File: config.mk
export PLATFORM = sky130hd
export DESIGN_NAME = atpc_top
export DESIGN_NICKNAME = d
export VERILOG_FILES = /design/src/atpc_pkg.sv /design/src/atpc_top.sv /design/src/atpc_counter_core.sv
export SDC_FILE = /design/constraint.sdc
export NUM_CORES = 2
export LEC_CHECK = 0
export ABC_AREA = 1
export BUFFER_PORTS_ARGS = -buffer_cell sky130_fd_sc_hd__buf_4
export CAP_MARGIN = 20
export CORE_UTILIZATION = 50
export CTS_BUF_LIST = sky130_fd_sc_hd__clkbuf_4 sky130_fd_sc_hd__clkbuf_8
export CTS_CLUSTER_DIAMETER = 80
export DETAILED_ROUTE_END_ITERATION = 7
export PLACE_DENSITY = 0.73
export SYNTH_ARGS = -nofsm -noshare
export SYNTH_HDL_FRONTEND = slang
export SYNTH_SLANG_ARGS = --single-unit
File: constraint.sdc
create_clock -name clk_sys -period 8.4 [get_ports clk_sys]
set_input_delay 0.84 -clock clk_sys [delete_from_list [all_inputs] [get_ports clk_sys]]
set_output_delay 0.84 -clock clk_sys [all_outputs]
set_load 0.02 [all_outputs]
File: src/atpc_pkg.sv
// Package with the constants and types of the acquisition pacer counter.
`default_nettype none
package atpc_pkg;

	// Port offsets of the counter block on the I/O map.
	localparam logic [3:0] ADDR_CNT0 = 4'h0;
	localparam logic [3:0] ADDR_CNT1 = 4'h4;
	localparam logic [3:0] ADDR_CNT2 = 4'h8;
	localparam logic [3:0] ADDR_CTRL = 4'hc;

	// Field positions inside the control byte.
	localparam int SEL_POS  = 6;
	localparam int ACC_POS  = 4;
	localparam int MODE_POS = 1;
	localparam int BCD_POS  = 0;

	// Counter select and access codes.
	localparam logic [1:0] SEL_ILLEGAL = 2'h3;
	localparam logic [1:0] ACC_LATCH   = 2'h0;
	localparam logic [1:0] ACC_LSB     = 2'h1;
	localparam logic [1:0] ACC_MSB     = 2'h2;
	localparam logic [1:0] ACC_LOHI    = 2'h3;

	// Operating modes after folding the ignored top bit of modes 2 and 3.
	localparam logic [2:0] MODE0 = 3'h0;
	localparam logic [2:0] MODE1 = 3'h1;
	localparam logic [2:0] MODE2 = 3'h2;
	localparam logic [2:0] MODE3 = 3'h3;
	localparam logic [2:0] MODE4 = 3'h4;
	localparam logic [2:0] MODE5 = 3'h5;

	// Values after reset.
	localparam logic [1:0]  ACC_RESET  = ACC_LOHI;
	localparam logic [2:0]  MODE_RESET = MODE0;
	localparam logic [15:0] CNT_RESET  = 16'h0000;
	localparam logic [7:0]  BYTE_RESET = 8'h00;

	// The base clock of counter 1 is cut from the system clock.
	localparam int CLK_HZ   = 100_000_000;
	localparam int BASE_HZ  = 4_000_000;
	localparam int BASE_DIV = CLK_HZ / BASE_HZ;
	localparam logic [4:0] BASE_DIV_LAST = 5'(BASE_DIV - 1);

	// Channel-gain queue depth and sample counter terminal value.
	localparam logic [7:0]  QUEUE_MAX   = 8'hff;
	localparam logic [15:0] SAMPLE_LAST = 16'h0001;

	// Acquisition sequencer states.
	typedef enum logic [1:0] {
		ATPC_IDLE = 2'b00,
		ATPC_WAIT = 2'b01,
		ATPC_CNT  = 2'b10,
		ATPC_FREE = 2'b11
	} atpc_acq_t;

endpackage
`default_nettype wire

File: src/atpc_top.sv
// Acquisition sequencer, channel-gain queue and three-counter timer block.
`timescale 1ns/1ps
`default_nettype none
// Operation
// RULE1: About mode with a loaded count samples before and after the trigger.
// RULE2: No about, pre or post sequence runs until start is written as one.
// RULE3: About mode stops after the post-trigger count or on transfer stop.
// RULE4: The post-trigger sample count is 16 bits, so at most 64K samples.
// RULE5: Software sets about mode and a count of one for pre-trigger.
// RULE6: Pre-trigger mode stops at the trigger event or on transfer stop.
// RULE7: Post mode with a loaded count starts at start, counts up to 64K.
// RULE8: Post mode stops after the programmed count or on transfer stop.
// RULE9: The channel-gain queue holds up to 255 channel and gain entries.
// RULE10: Queue entries are used first to last, then wrap to the first.
// RULE11: Counter 1 output clocks counter 2; its output paces conversions.
// RULE12: Pacer base is 4 MHz; fastest base over 4, slowest over 65536 twice.
// RULE13: Counter 0 serves users only, with its own clock and gate pins.
// RULE14: Offsets 0x0, 0x4, 0x8 hold counter data, 0xc the control byte.
// RULE15: Software writes a counter's control byte before using its data.
// RULE16: Control bits 7 and 6 select counter 0, 1 or 2; code 11 is illegal.
// RULE17: Bits 5 and 4: latch, low byte, high byte, or low then high byte.
// RULE18: Bits 3 to 1 pick modes 0 to 5; top bit ignored for modes 2, 3.
// RULE19: Bit 0 picks 16-bit binary or four-digit decimal counting.
// RULE20: Each counter offers the six documented operating modes; counters 1 and 2 get no gate edge, so modes 1 and 5 never start there.
// RULE21: Three independent programmable counters, each 16 bits wide.
// RULE22: Counter 1 rate is base over divisor 1, pacer over both divisors.
// RULE23: A control byte with the illegal select code changes nothing.
// RULE24: About and post modes count completed samples; terminal ends it.
module atpc_top #(
	parameter int CH_W = 6,
	parameter int GN_W = 4
) (
	input  wire logic            clk_sys,
	input  wire logic            resetn,
	input  wire logic            ce,
	input  wire logic [3:0]      io_addr,
	input  wire logic            io_wr,
	input  wire logic            io_rd,
	input  wire logic [7:0]      io_wdata,
	output logic      [7:0]      io_rdata,
	input  wire logic            cnt0_clk_in,
	input  wire logic            cnt0_gate_in,
	output logic                 cnt0_out,
	output logic                 cnt1_out,
	output logic                 cnt2_out,
	input  wire logic            about_mode_bit,
	input  wire logic            post_mode_bit,
	input  wire logic            acq_start,
	input  wire logic [15:0]     sample_count,
	input  wire logic            transfer_stop,
	input  wire logic            ext_digital_trigger_in,
	input  wire logic            sample_done,
	input  wire logic            queue_clear,
	input  wire logic            queue_wr,
	input  wire logic [CH_W-1:0] queue_chan,
	input  wire logic [GN_W-1:0] queue_gain,
	output logic      [7:0]      queue_len,
	output logic                 conv_start,
	output logic      [CH_W-1:0] conv_chan,
	output logic      [GN_W-1:0] conv_gain,
	output logic                 acq_busy,
	output logic                 acq_triggered,
	output logic                 acq_done,
	output logic      [15:0]     samples_left
);
	// Programming state of one counter as seen from the I/O side.
	typedef struct packed {
		logic [2:0]  mode;
		logic        bcd;
		logic [1:0]  acc;
		logic        wr_hi;
		logic        rd_hi;
		logic        latched;
		logic [15:0] lat;
		logic [7:0]  lo_byte;
		logic [15:0] init;
	} atpc_chan_t;

	typedef struct packed {
		atpc_chan_t [2:0]    ch;
		logic [2:0]          load;
		logic [2:0]          cwr;
		logic [2:0]          trg_s;
		logic [2:0]          clk_s;
		logic [2:0]          gate_s;
		logic [4:0]          div;
		logic                base_tick;
		logic                c1_d;
		logic                c2_d;
		atpc_pkg::atpc_acq_t acq;
		logic [15:0]         left;
		logic                trig_seen;
		logic                done;
		logic [7:0]          rdata;
		logic                conv;
		logic [CH_W-1:0]     chan;
		logic [GN_W-1:0]     gain;
		logic [7:0]          qlen;
		logic [7:0]          qptr;
	} atpc_state_t;

	atpc_state_t r;
	atpc_state_t next_r;

	// Queue storage sits beside the state record to keep it a memory.
	logic [CH_W+GN_W-1:0] qmem [256];

	logic [2:0][15:0] core_cnt;
	logic [2:0]       core_out;
	logic [2:0]       core_tick;
	logic [2:0]       core_gate;
	logic [2:0]       core_rise;
	logic             trg_rise;
	logic             pacer_rise;
	logic             addr_ok;
	logic [1:0]       idx;
	logic [15:0]      rd_val;
	logic [1:0]       sel;
	logic [2:0]       new_mode;
	logic [7:0]       qptr_inc;

	// Edges are taken from the second and third stages only, so the
	// first stage of each synchroniser feeds nothing but the second.
	assign trg_rise   = r.trg_s[1] && !r.trg_s[2];
	assign pacer_rise = core_out[2] && !r.c2_d; // RULE11

	// Counter 0 runs from its pin, counter 1 from the base clock and
	// counter 2 from counter 1, which cascades the pacer.
	assign core_tick[0] = r.clk_s[1] && !r.clk_s[2]; // RULE13
	assign core_tick[1] = r.base_tick; // RULE12
	assign core_tick[2] = core_out[1] && !r.c1_d; // RULE22
	assign core_gate[0] = r.gate_s[1];
	assign core_rise[0] = r.gate_s[1] && !r.gate_s[2];
	assign core_gate[2:1] = 2'b11;
	assign core_rise[2:1] = 2'b00;

	// Data ports decode on word offsets 0x0, 0x4 and 0x8 only.
	assign idx     = io_addr[3:2];
	assign addr_ok = (io_addr == atpc_pkg::ADDR_CNT0) ||
		(io_addr == atpc_pkg::ADDR_CNT1) ||
		(io_addr == atpc_pkg::ADDR_CNT2); // RULE14
	assign rd_val  = r.ch[idx].latched ? r.ch[idx].lat : core_cnt[idx];
	assign sel     = io_wdata[atpc_pkg::SEL_POS +: 2]; // RULE16

	// Modes 2 and 3 ignore the top mode bit, so fold it away here.
	assign new_mode = io_wdata[atpc_pkg::MODE_POS + 1] ?
		{1'b0, io_wdata[atpc_pkg::MODE_POS +: 2]} :
		io_wdata[atpc_pkg::MODE_POS +: 3]; // RULE18
	assign qptr_inc = r.qptr + 8'h01;

	// Three identical counters with different clocks; only counter 0 has a gate pin.
	for (genvar g = 0; g < 3; g++)
	begin : g_core
		atpc_counter_core u_core (
			.clk_sys   (clk_sys),
			.resetn    (resetn),
			.ce        (ce),
			.tick      (core_tick[g]),
			.gate      (core_gate[g]),
			.gate_rise (core_rise[g]),
			.ctrl_wr   (r.cwr[g]),
			.mode      (r.ch[g].mode),
			.bcd       (r.ch[g].bcd),
			.load      (r.load[g]),
			.init      (r.ch[g].init),
			.count     (core_cnt[g]),
			.out       (core_out[g])
		); // RULE21
	end

	// Next-state logic for the I/O protocol, pins and the sequencer.
	always_comb
	begin
		next_r           = r;
		next_r.load      = 3'b000;
		next_r.cwr       = 3'b000;
		next_r.done      = 1'b0;
		next_r.conv      = 1'b0;
		next_r.trg_s     = {r.trg_s[1:0], ext_digital_trigger_in};
		next_r.clk_s     = {r.clk_s[1:0], cnt0_clk_in};
		next_r.gate_s    = {r.gate_s[1:0], cnt0_gate_in};
		next_r.c1_d      = core_out[1];
		next_r.c2_d      = core_out[2];
		next_r.base_tick = (r.div == atpc_pkg::BASE_DIV_LAST);
		if (r.div == atpc_pkg::BASE_DIV_LAST)
			next_r.div = 5'h00;
		else
			next_r.div = r.div + 5'h01;

		// Control byte: latch command or a new setup for one counter.
		if (io_wr && io_addr == atpc_pkg::ADDR_CTRL &&
			sel != atpc_pkg::SEL_ILLEGAL) // RULE23
		begin
			if (io_wdata[atpc_pkg::ACC_POS +: 2] == atpc_pkg::ACC_LATCH)
			begin
				if (!r.ch[sel].latched)
				begin
					next_r.ch[sel].lat     = core_cnt[sel];
					next_r.ch[sel].latched = 1'b1;
					next_r.ch[sel].rd_hi   = 1'b0;
				end // RULE17
			end
			else
			begin
				next_r.ch[sel].acc     = io_wdata[atpc_pkg::ACC_POS +: 2];
				next_r.ch[sel].mode    = new_mode;
				next_r.ch[sel].bcd     = io_wdata[atpc_pkg::BCD_POS];
				next_r.ch[sel].wr_hi   = 1'b0;
				next_r.ch[sel].rd_hi   = 1'b0;
				next_r.ch[sel].latched = 1'b0;
				next_r.cwr[sel]        = 1'b1; // RULE15
			end
		end

		// Data port writes load the count in the programmed byte order.
		if (io_wr && addr_ok)
		begin
			if (r.ch[idx].acc == atpc_pkg::ACC_LSB)
			begin
				next_r.ch[idx].init = {8'h00, io_wdata};
				next_r.load[idx]    = 1'b1;
			end
			else if (r.ch[idx].acc == atpc_pkg::ACC_MSB)
			begin
				next_r.ch[idx].init = {io_wdata, 8'h00};
				next_r.load[idx]    = 1'b1;
			end
			else if (!r.ch[idx].wr_hi)
			begin
				next_r.ch[idx].lo_byte = io_wdata;
				next_r.ch[idx].wr_hi   = 1'b1;
			end
			else
			begin
				next_r.ch[idx].init  = {io_wdata, r.ch[idx].lo_byte};
				next_r.ch[idx].wr_hi = 1'b0;
				next_r.load[idx]     = 1'b1;
			end // RULE17
		end

		// Data port reads; a latched value is released once fully read.
		if (io_rd && addr_ok)
		begin
			if (r.ch[idx].acc == atpc_pkg::ACC_LSB)
			begin
				next_r.rdata           = rd_val[7:0];
				next_r.ch[idx].latched = 1'b0;
			end
			else if (r.ch[idx].acc == atpc_pkg::ACC_MSB)
			begin
				next_r.rdata           = rd_val[15:8];
				next_r.ch[idx].latched = 1'b0;
			end
			else if (!r.ch[idx].rd_hi)
			begin
				next_r.rdata         = rd_val[7:0];
				next_r.ch[idx].rd_hi = 1'b1;
			end
			else
			begin
				next_r.rdata           = rd_val[15:8];
				next_r.ch[idx].rd_hi   = 1'b0;
				next_r.ch[idx].latched = 1'b0;
			end // RULE17
		end
		else if (io_rd)
			next_r.rdata = atpc_pkg::BYTE_RESET;

		// Queue fill and clear; writes beyond the depth are dropped.
		if (queue_clear)
			next_r.qlen = 8'h00;
		else if (queue_wr && r.qlen != atpc_pkg::QUEUE_MAX)
			next_r.qlen = r.qlen + 8'h01; // RULE9

		// Each pacer edge during an acquisition starts one conversion
		// on the current queue entry and steps the queue with wrap.
		if (r.acq != atpc_pkg::ATPC_IDLE && pacer_rise)
		begin
			next_r.conv = 1'b1;
			next_r.chan = qmem[r.qptr][CH_W+GN_W-1:GN_W];
			next_r.gain = qmem[r.qptr][GN_W-1:0];
			if (qptr_inc >= r.qlen)
				next_r.qptr = 8'h00;
			else
				next_r.qptr = qptr_inc; // RULE10
		end

		// Acquisition sequencer; transfer stop ends any running mode.
		unique case (r.acq)
		atpc_pkg::ATPC_IDLE:
			if (acq_start) // RULE2
			begin
				next_r.left      = sample_count; // RULE4
				next_r.qptr      = 8'h00;
				next_r.trig_seen = 1'b0;
				if (about_mode_bit)
					next_r.acq = atpc_pkg::ATPC_WAIT; // RULE1
				else if (post_mode_bit)
					next_r.acq = atpc_pkg::ATPC_CNT; // RULE7
				else
					next_r.acq = atpc_pkg::ATPC_FREE;
			end
		atpc_pkg::ATPC_WAIT:
			if (transfer_stop)
			begin
				next_r.acq  = atpc_pkg::ATPC_IDLE;
				next_r.done = 1'b1;
			end
			else if (trg_rise)
			begin
				next_r.trig_seen = 1'b1;
				if (r.left == atpc_pkg::SAMPLE_LAST)
				begin
					next_r.acq  = atpc_pkg::ATPC_IDLE;
					next_r.done = 1'b1; // RULE6
				end
				else
					next_r.acq = atpc_pkg::ATPC_CNT; // RULE5
			end
		atpc_pkg::ATPC_CNT:
			if (transfer_stop)
			begin
				next_r.acq  = atpc_pkg::ATPC_IDLE;
				next_r.done = 1'b1; // RULE3
			end
			else if (sample_done)
			begin
				if (r.left == atpc_pkg::SAMPLE_LAST)
				begin
					next_r.acq  = atpc_pkg::ATPC_IDLE;
					next_r.done = 1'b1; // RULE8
				end
				else
					next_r.left = r.left - 16'h0001; // RULE24
			end
		atpc_pkg::ATPC_FREE:
			if (transfer_stop)
			begin
				next_r.acq  = atpc_pkg::ATPC_IDLE;
				next_r.done = 1'b1;
			end
		endcase
	end

	// State register with synchronous active-low reset and clock enable.
	always_ff @(posedge clk_sys)
	begin
		if (!resetn)
		begin
			r <= '0;
			for (int i = 0; i < 3; i++)
			begin
				r.ch[i].acc  <= atpc_pkg::ACC_RESET;
				r.ch[i].mode <= atpc_pkg::MODE_RESET;
				r.ch[i].init <= atpc_pkg::CNT_RESET;
			end
			r.acq <= atpc_pkg::ATPC_IDLE;
		end
		else if (ce)
			r <= next_r;
	end

	// Queue memory write; a clear in the same cycle takes precedence.
	always_ff @(posedge clk_sys)
	begin
		if (ce && !queue_clear && queue_wr && r.qlen != atpc_pkg::QUEUE_MAX)
			qmem[r.qlen] <= {queue_chan, queue_gain}; // RULE9
	end

	assign io_rdata      = r.rdata;
	assign cnt0_out      = core_out[0];
	assign cnt1_out      = core_out[1];
	assign cnt2_out      = core_out[2];
	assign queue_len     = r.qlen;
	assign conv_start    = r.conv;
	assign conv_chan     = r.chan;
	assign conv_gain     = r.gain;
	assign acq_busy      = (r.acq != atpc_pkg::ATPC_IDLE);
	assign acq_triggered = r.trig_seen;
	assign acq_done      = r.done;
	assign samples_left  = r.left;
endmodule
`default_nettype wire

File: src/atpc_counter_core.sv
// One 16-bit programmable down counter with six operating modes.
`timescale 1ns/1ps
`default_nettype none
module atpc_counter_core (
	input  wire logic        clk_sys,
	input  wire logic        resetn,
	input  wire logic        ce,
	input  wire logic        tick,
	input  wire logic        gate,
	input  wire logic        gate_rise,
	input  wire logic        ctrl_wr,
	input  wire logic [2:0]  mode,
	input  wire logic        bcd,
	input  wire logic        load,
	input  wire logic [15:0] init,
	output logic      [15:0] count,
	output logic             out
);
	typedef struct packed {
		logic [15:0] cnt;
		logic        out;
		logic        pend;
		logic        trig;
		logic        run;
	} atpc_core_t;

	atpc_core_t r;
	atpc_core_t next_r;
	logic [15:0] dec;
	logic [15:0] half;

	// Decrement in binary or four-digit decimal; zero wraps to the top.
	function automatic logic [15:0] atpc_dec(input logic [15:0] v,
		input logic b);
		logic [15:0] d;
		logic        br;
		d  = v;
		br = 1'b1;
		if (!b)
			d = v - 16'h0001;
		else
			for (int i = 0; i < 4; i++)
			begin
				if (br && d[i*4 +: 4] == 4'h0)
					d[i*4 +: 4] = 4'h9;
				else if (br)
				begin
					d[i*4 +: 4] = d[i*4 +: 4] - 4'h1;
					br = 1'b0;
				end
			end
		return d;
	endfunction

	// A loaded zero means the full range, so its half is the top bit.
	assign dec  = atpc_dec(r.cnt, bcd); // RULE19
	assign half = (init == 16'h0000) ? 16'h8000 : (init >> 1);

	// Mode behaviour; counting happens only on the tick of this counter.
	always_comb
	begin
		next_r = r;
		if (ctrl_wr)
		begin
			next_r.out  = (mode != atpc_pkg::MODE0);
			next_r.run  = 1'b0;
			next_r.pend = 1'b0;
			next_r.trig = 1'b0;
		end
		else
		begin
			if (load)
			begin
				next_r.pend = 1'b1;
				if (mode == atpc_pkg::MODE0)
					next_r.out = 1'b0;
			end
			if (tick)
			begin
				unique case (mode) // RULE20
				atpc_pkg::MODE0, atpc_pkg::MODE4:
					if (r.pend)
					begin
						next_r.cnt  = init;
						next_r.run  = 1'b1;
						next_r.pend = 1'b0;
					end
					else if (r.run && gate)
					begin
						next_r.cnt = dec;
						if (dec == 16'h0000)
						begin
							next_r.out = (mode == atpc_pkg::MODE0);
							next_r.run = (mode == atpc_pkg::MODE0);
						end
					end
					else if (!r.out && mode == atpc_pkg::MODE4)
						next_r.out = 1'b1;
				atpc_pkg::MODE1, atpc_pkg::MODE5:
					if (r.trig && r.pend)
					begin
						next_r.cnt  = init;
						next_r.run  = 1'b1;
						next_r.trig = 1'b0;
						next_r.out  = (mode == atpc_pkg::MODE5);
					end
					else if (r.run)
					begin
						next_r.cnt = dec;
						if (dec == 16'h0000)
						begin
							next_r.out = (mode == atpc_pkg::MODE1);
							next_r.run = 1'b0;
						end
					end
					else if (!r.out)
						next_r.out = 1'b1;
				atpc_pkg::MODE2, atpc_pkg::MODE3:
					if (!gate)
						next_r.out = 1'b1;
					else if (r.pend || r.trig || (r.run && r.cnt == 16'h0001))
					begin
						next_r.cnt  = init;
						next_r.run  = 1'b1;
						next_r.pend = 1'b0;
						next_r.trig = 1'b0;
						next_r.out  = 1'b1;
					end
					else if (r.run)
					begin
						next_r.cnt = dec;
						if (mode == atpc_pkg::MODE2)
							next_r.out = (dec != 16'h0001);
						else
							next_r.out = (dec > half);
					end
				default:
					next_r.run = 1'b0;
				endcase
			end
			// A gate edge in the tick that consumes the last one still
			// counts, so the set is applied after the mode logic.
			if (gate_rise)
				next_r.trig = 1'b1;
		end
	end

	// State register; the clock enable freezes everything.
	always_ff @(posedge clk_sys)
	begin
		if (!resetn)
			r <= '0;
		else if (ce)
			r <= next_r;
	end

	assign count = r.cnt;
	assign out   = r.out;
endmodule
`default_nettype wire

**Word level (Yosys, flattened, before mapping)**

Memories as Yosys holds them, arrays and structs flattened. A register that Yosys moved wholly into a read port is not among the register bits.
Cells that the tools add are included.
W data, S select, Z words.

- Bits in latches: 0
- Input bits: 53
- Memory bits (read-only): 0
- Register bits: 285
- Bits in writable memories: 2560
- Word-level logic and storage cells: 521
- Memories: 1

Memories:

| memory | words | width | rd ports | clocked after memory_dff | write ports | RTL line | RTL |
|---|---|---|---|---|---|---|---|
| qmem | 256 | 10 | 1 | 1 | 1 | atpc_top.sv:106 | `logic [CH_W+GN_W-1:0] qmem [256];` |

- Reduce and logical (&&, ||, !) cells: 118
- Equal/unequal tests: 60
- Divide/modulo/power cells: 0
- Add/sub/neg operators: 19
- Multipliers: 0
- Shift operators: 0
- $lt $le $gt $ge: 8
- Muxes and demuxes: 251
- Bitwise gates (word level): 3

Operators with widths:

| cell | count |
|---|---|
| $bwmux W147 | 19 |
| $demux W49 S2 | 12 |
| $mux W147 | 8 |
| $mux W150 | 3 |
| $mux W16 | 20 |
| $bmux W49 S2 | 2 |
| $mux W17 | 9 |
| $pmux W17 S3 | 3 |
| $mux W41 | 3 |
| $mux W4 | 27 |
| $mux W8 | 13 |
| $logic_not A16 Y1 | 6 |
| $mux W45 | 2 |
| $mux W43 | 2 |
| $mux W42 | 2 |
| $mux W1 | 82 |
| $bmux W16 S2 | 2 |
| $eq A16 B1 Y1 const B | 4 |
| $sub A16 B1 Y16 const B | 4 |
| $logic_not A4 Y1 | 13 |
| $mux W49 | 1 |
| $gt A16 B16 Y1 | 3 |
| $ne A16 B1 Y1 const B | 3 |
| $sub A4 B1 Y4 const B | 12 |
| other kinds (49) | 204 |

**Logic depth before layout (Yosys ltp)**

- Depth in word-level cells: 24
- Depth in mapped cells: 28

**Modules after synthesis**

A second synthesis with hierarchy kept.

- Cell total of the unflattened synthesis: 11778
- Area, all modules: 123603.5 µm²

Modules (own cells, without submodules):

| module | cells an instance | area an instance (µm²) | times used | sequential area each (µm²) |
|---|---|---|---|---|
| atpc_top | 10257 | 114710.0 | 1 | 81538.2 |
| atpc_counter_core at g_core[1].u_core ... | 516 | 2960.3 | 2 | 400.4 |
| atpc_counter_core at g_core[0].u_core | 489 | 2972.9 | 1 | 400.4 |

**Worst setup path before layout**

Ideal clock, no wire load.

- Path type: in2reg
- From: input io_addr[3]
- To: register r, in the netlist io_rdata[3]
- Slack: 4.961 ns
- Data arrival time: 3.307 ns
- Library setup time: 0.132 ns
- Required time: 8.268 ns
- Buffers on the path: 3
- Stages: 16
- Path through: inv_1 -> nor2_2 -> inv_1 -> clkbuf_1 -> clkbuf_1 -> o21a_1 -> inv_1 -> ha_1 -> clkbuf_1 -> inv_1 -> a21oi_1 -> clkinv_1 -> a21oi_1 -> o21ai_0 -> nand3_1 -> a21oi_1

- Longest elaborated chain between the ends: 7
- Elaborated cells on any way between the ends: 19
- Classes of those cells: eq/ne: 4; mux: 9; reduce/logical: 6

Ends and longest elaborated chain:

| item | RTL line | RTL |
|---|---|---|
| start: declaration | atpc_top.sv:36 | `input wire logic [3:0] io_addr,` |
| $bmux W16 S2 or $bmux W49 S2 (tied branches) | atpc_top.sv:142, atpc_top.sv:244, atpc_top.sv:249 |  |
| $mux W16 (implied by the code) or $mux W45 (tied branches) | atpc_top.sv:142, atpc_top.sv:254 |  |
| $mux W16 | atpc_top.sv:142 | `assign rd_val = r.ch[idx].latched ? r.ch[idx].lat : core_cnt[idx];` |
| $mux W8 | atpc_top.sv:254 | `else if (!r.ch[idx].rd_hi)` |
| $mux W8 | atpc_top.sv:249 | `else if (r.ch[idx].acc == atpc_pkg::ACC_MSB)` |
| $mux W8 | atpc_top.sv:244 | `if (r.ch[idx].acc == atpc_pkg::ACC_LSB)` |
| $mux W8 | atpc_top.sv:242 | `if (io_rd && addr_ok)` |
| end signal: assignment | atpc_top.sv:360 | `r <= next_r;` |
| end: declaration | atpc_top.sv:102 | `atpc_state_t r;` |

Several ways; a longest one is shown, not always the timed one. The select of a mux whose other input is x is not followed.
A chain may end at the register's enable or synchronous reset.

==> results by group <==
Global route
  – Antenna violations before repair: 17
  – Total GRT Usage: 0.286
  – First-pass GRT wire length: 530 mm
  – Vias in the first global route: about 85k
  – Largest net degree at the start of global routing: roughly 200
  – GRT overflow: 0

Route
  – Via density: between 6 and 7
  – Final wirelength: between 300 and 400 mm
  – Number of remaining DRC errors: 0
  – Via count: between 90k and 100k
  – DR iter-0 viols: between 10k and 15k
  – Routed Antenna Nets: 0
  – Routed WL per cell: around 25 um
  – TritonRoute pass-1 iters: 6

Floorplanning
  – I/O Pins: 102
  – Area of the die: about 240,000 um^2
  – Core area: about 240,000 um^2
  – Die Span Y: between 400 and 500 um
  – Initial Util: 0.504
  – Site row count: 180
  – Width of the die: 495 um

Cells and area
  – Fin nets: between 10k and 15k
  – P&R area growth vs syn: 9.69%
  – Fin cells: ~14k
  – Util after Layout: 0.553
  – Register area: roughly 83,000 um^2
  – Filler cells: 19.6k
  – Layout cell share with drive strength beyond 1: 0.0909
  – Multi-input logic area: ~34,000 um^2
  – Design area: approximately 130,000 um^2

Clocking
  – CTS tree: done
  – Total CTS buffers: around 450
  – Root Buffer: clkbuf_8
  – CTS H-tree lvls: 5
  – Worst skew pair latency: between 1 and 1.5 ns
  – CTS Buffer Depth: 4
  – Post-CTS resize count: 0
  – Clock sinks: about 2.9k
  – Clk slew on worst S/H paths: around 0.06 ns

Logic synthesis
  – Largest area contributor in the netlist: edfxtp_1
  – Register bit total from synthesis: around 2.9k
  – Mapped Area: 121,000 um^2
  – Warnings from Yosys: 0
  – Sequential area share after synthesis: 0.682
  – Largest cells by area after synthesis: edfxtp_1 (63%), o21ai_0 (7.7%), nor2_1 (6.6%)
  – Post-synth top area share: 0.634
  – Post-synth EDFFs: around 2.6k
  – Most instantiated cells after synthesis: edfxtp_1 (2,560), nor2_1 (2,122), o21ai_0 (1,861)
  – Synthesized instance count: around 11k
  – Count leader, synth: edfxtp_1
  – Cell variety after synth: 60
  – Post-synth top flop: edfxtp_1
  – Mean Syn Cell Area: between 10 and 15 um^2
  – Async SR Flop Fraction: 0

Outcome
  – Status: finished, final reports clean

Placement
  – I/O Buffers: roughly 100
  – Placed insts: approximately 14k
  – Placed cell areas: 124,000 um^2
  – DP Wirelength: between 200 and 250 mm
  – Gpl congestion: ~0.94

Worst hold path
  – Hold Path Class: in2reg

Critical path
  – Critical path fanouts, max: 202
  – Kind of critical path: reg2reg
  – CP Launch Type: flip-flop
  – Element type at the critical path end: flip-flop
  – Arrival time at the worst endpoint: about 6 ns
  – CP Data Required Time: about 9.4 ns

Power
  – Pwr Total: between 20,000 and 30,000 uW
  – Max VDD drop: ~0.00013 V
  – P_leak: about 0.045 uW
  – PD cells: about 210 nW/um^2

Timing
  – Final setup violating endpoints: 0
  – Period utilization: 0.600
  – Max_slew headroom: 0.201
  – TNS Setup: 0 ns
  – Final hold violations: 0
  – Clock skew: 0.151 ns
  – Worst-margin pin slew: 1.20 ns
  – RSZ-0062 raised after global routing: false
  – Fin crit period: between 5 and 6 ns
  – Fin. max-slew vios: 0
  – Maximum clock frequency: 199 MHz

Run
  – Max Cap Viol: 0
==> critical path: stages, from the launching register on <==
cell and delay [ns]:
dfxtp_4 1.00, buf_12 0.66, buf_12 0.59, o21ai_0 0.20, o22ai_1 0.37, nor2_1 0.08
o22ai_1 0.32, o21ai_0 0.16, o22ai_1 0.62, nand2_1 0.14, nand2_1 0.10, nand2_1 0.05
nand3_1 0.17, o21ai_1 0.08, inv_1 0.05
==> worst paths after layout <==
kind | startpoint | endpoint | slack (ns) | cells after the start
worst max-delay path | flip-flop | conv_chan[2]$_SDFFE_PN0P_ | 3.36 | 14
worst min-delay path | sample_count[0] | samples_left[0]$_SDFFE_PN0P_ | 0.08 | 5
worst max register to register | flip-flop | conv_chan[2]$_SDFFE_PN0P_ | 3.36 | 14
worst min register to register | acq_done$_SDFFE_PN0P_ | acq_done$_SDFFE_PN0P_ | 0.48 | 2
==> power breakdown <==
part | internal [uW] | total (uW) | leakage, uW | switching (uW)
Clock | 6220 | 11600 | 0.00460 | 5390
Sequential | 15500 | 15500 | 0.0254 | 40.8
Combinational | 219 | 915 | 0.0150 | 695
==> placed cells by master (no fill, tap or decap), types with 20 or more instances in the layout <==
master	count
clkinv_1	112
ha_1	96
nor3_1	48
o21ai_1	60
nor2_1	2120
a22oi_1	24
inv_2	20
a31oi_1	22
inv_1	380
nand4_1	30
o21ai_0	1861
buf_12	20
clkbuf_4	136
nand2_1	828
o22ai_1	840
nand3_1	270
clkinv_2	43
edfxtp_1	2560
a221oi_1	27
buf_4	188
xor2_1	22
a21oi_1	403
a211oi_1	25
dfxtp_1	285
clkbuf_8	473
dlygate4sd3_1	25
nand2_2	20
o211ai_1	42
==> layout make-up <==
type,count,share of cell area
multi-input combinational,6906,0.253
clock inverter,172,0.00889
clock buffer,607,0.0564
sequential,2851,0.622
antenna,10,0.000188
timing repair buffer,252,0.0174
inverter,418,0.0120
tap,3185,0.0300
==> flip-flops by register name, indices dropped and copies added (netlist names), named ones only <==
register,flops
acq_triggered,1
acq_done,1
conv_gain,4
g_core.u_core.out,3
g_core.u_core.r,7
conv_chan,6
conv_start,1
r,173
io_rdata,8
qmem,2560
core_tick,1
g_core.u_core.count,48
next_r,5
queue_len,8
samples_left,16
core_gate,1
==> kinds of logic (layout without fill, tap and decap cells) <==
logic type	count (synthesis)	in the layout	synth area share
simple gates	3394	3394	0.112
compound gates	3380	3380	0.153
flops	2851	2851	0.682
buf+inv	1192	1449	0.0409
fa+ha+maj	96	96	0.00990
xor+xnor	26	26	0.00188
other cells	1	20	0.0000309
==> through the flow <==
step | hold WS [ns] | setup slack (ns)
finish | 0.0801 | 3.36
global route | 0.0603 | 3.31
CTS | 0.00512 | 3.72
detailed placement | 0.456 | 2.96
global placement | 0.458 | 3.10
floorplan | 0.430 | 4.96
==> repair_timing <==
item	in CTS	in global routing
endpoints found under the setup margin	0	0
setup buffers	0	0
hold buffers	25	0
hold endpoints to repair	28	0
==> layer usage <==
metal | wire [um] | share of wire | track usage
met1 | 138000 | 0.38 | 0.394
met2 | 160000 | 0.44 | 0.429
met3 | 48300 | 0.13 | 0.0776
met4 | 14800 | 0.041 | 0.119
met5 | 80 | 0.00022 | 0
Power figures use the tool's default switching activity.
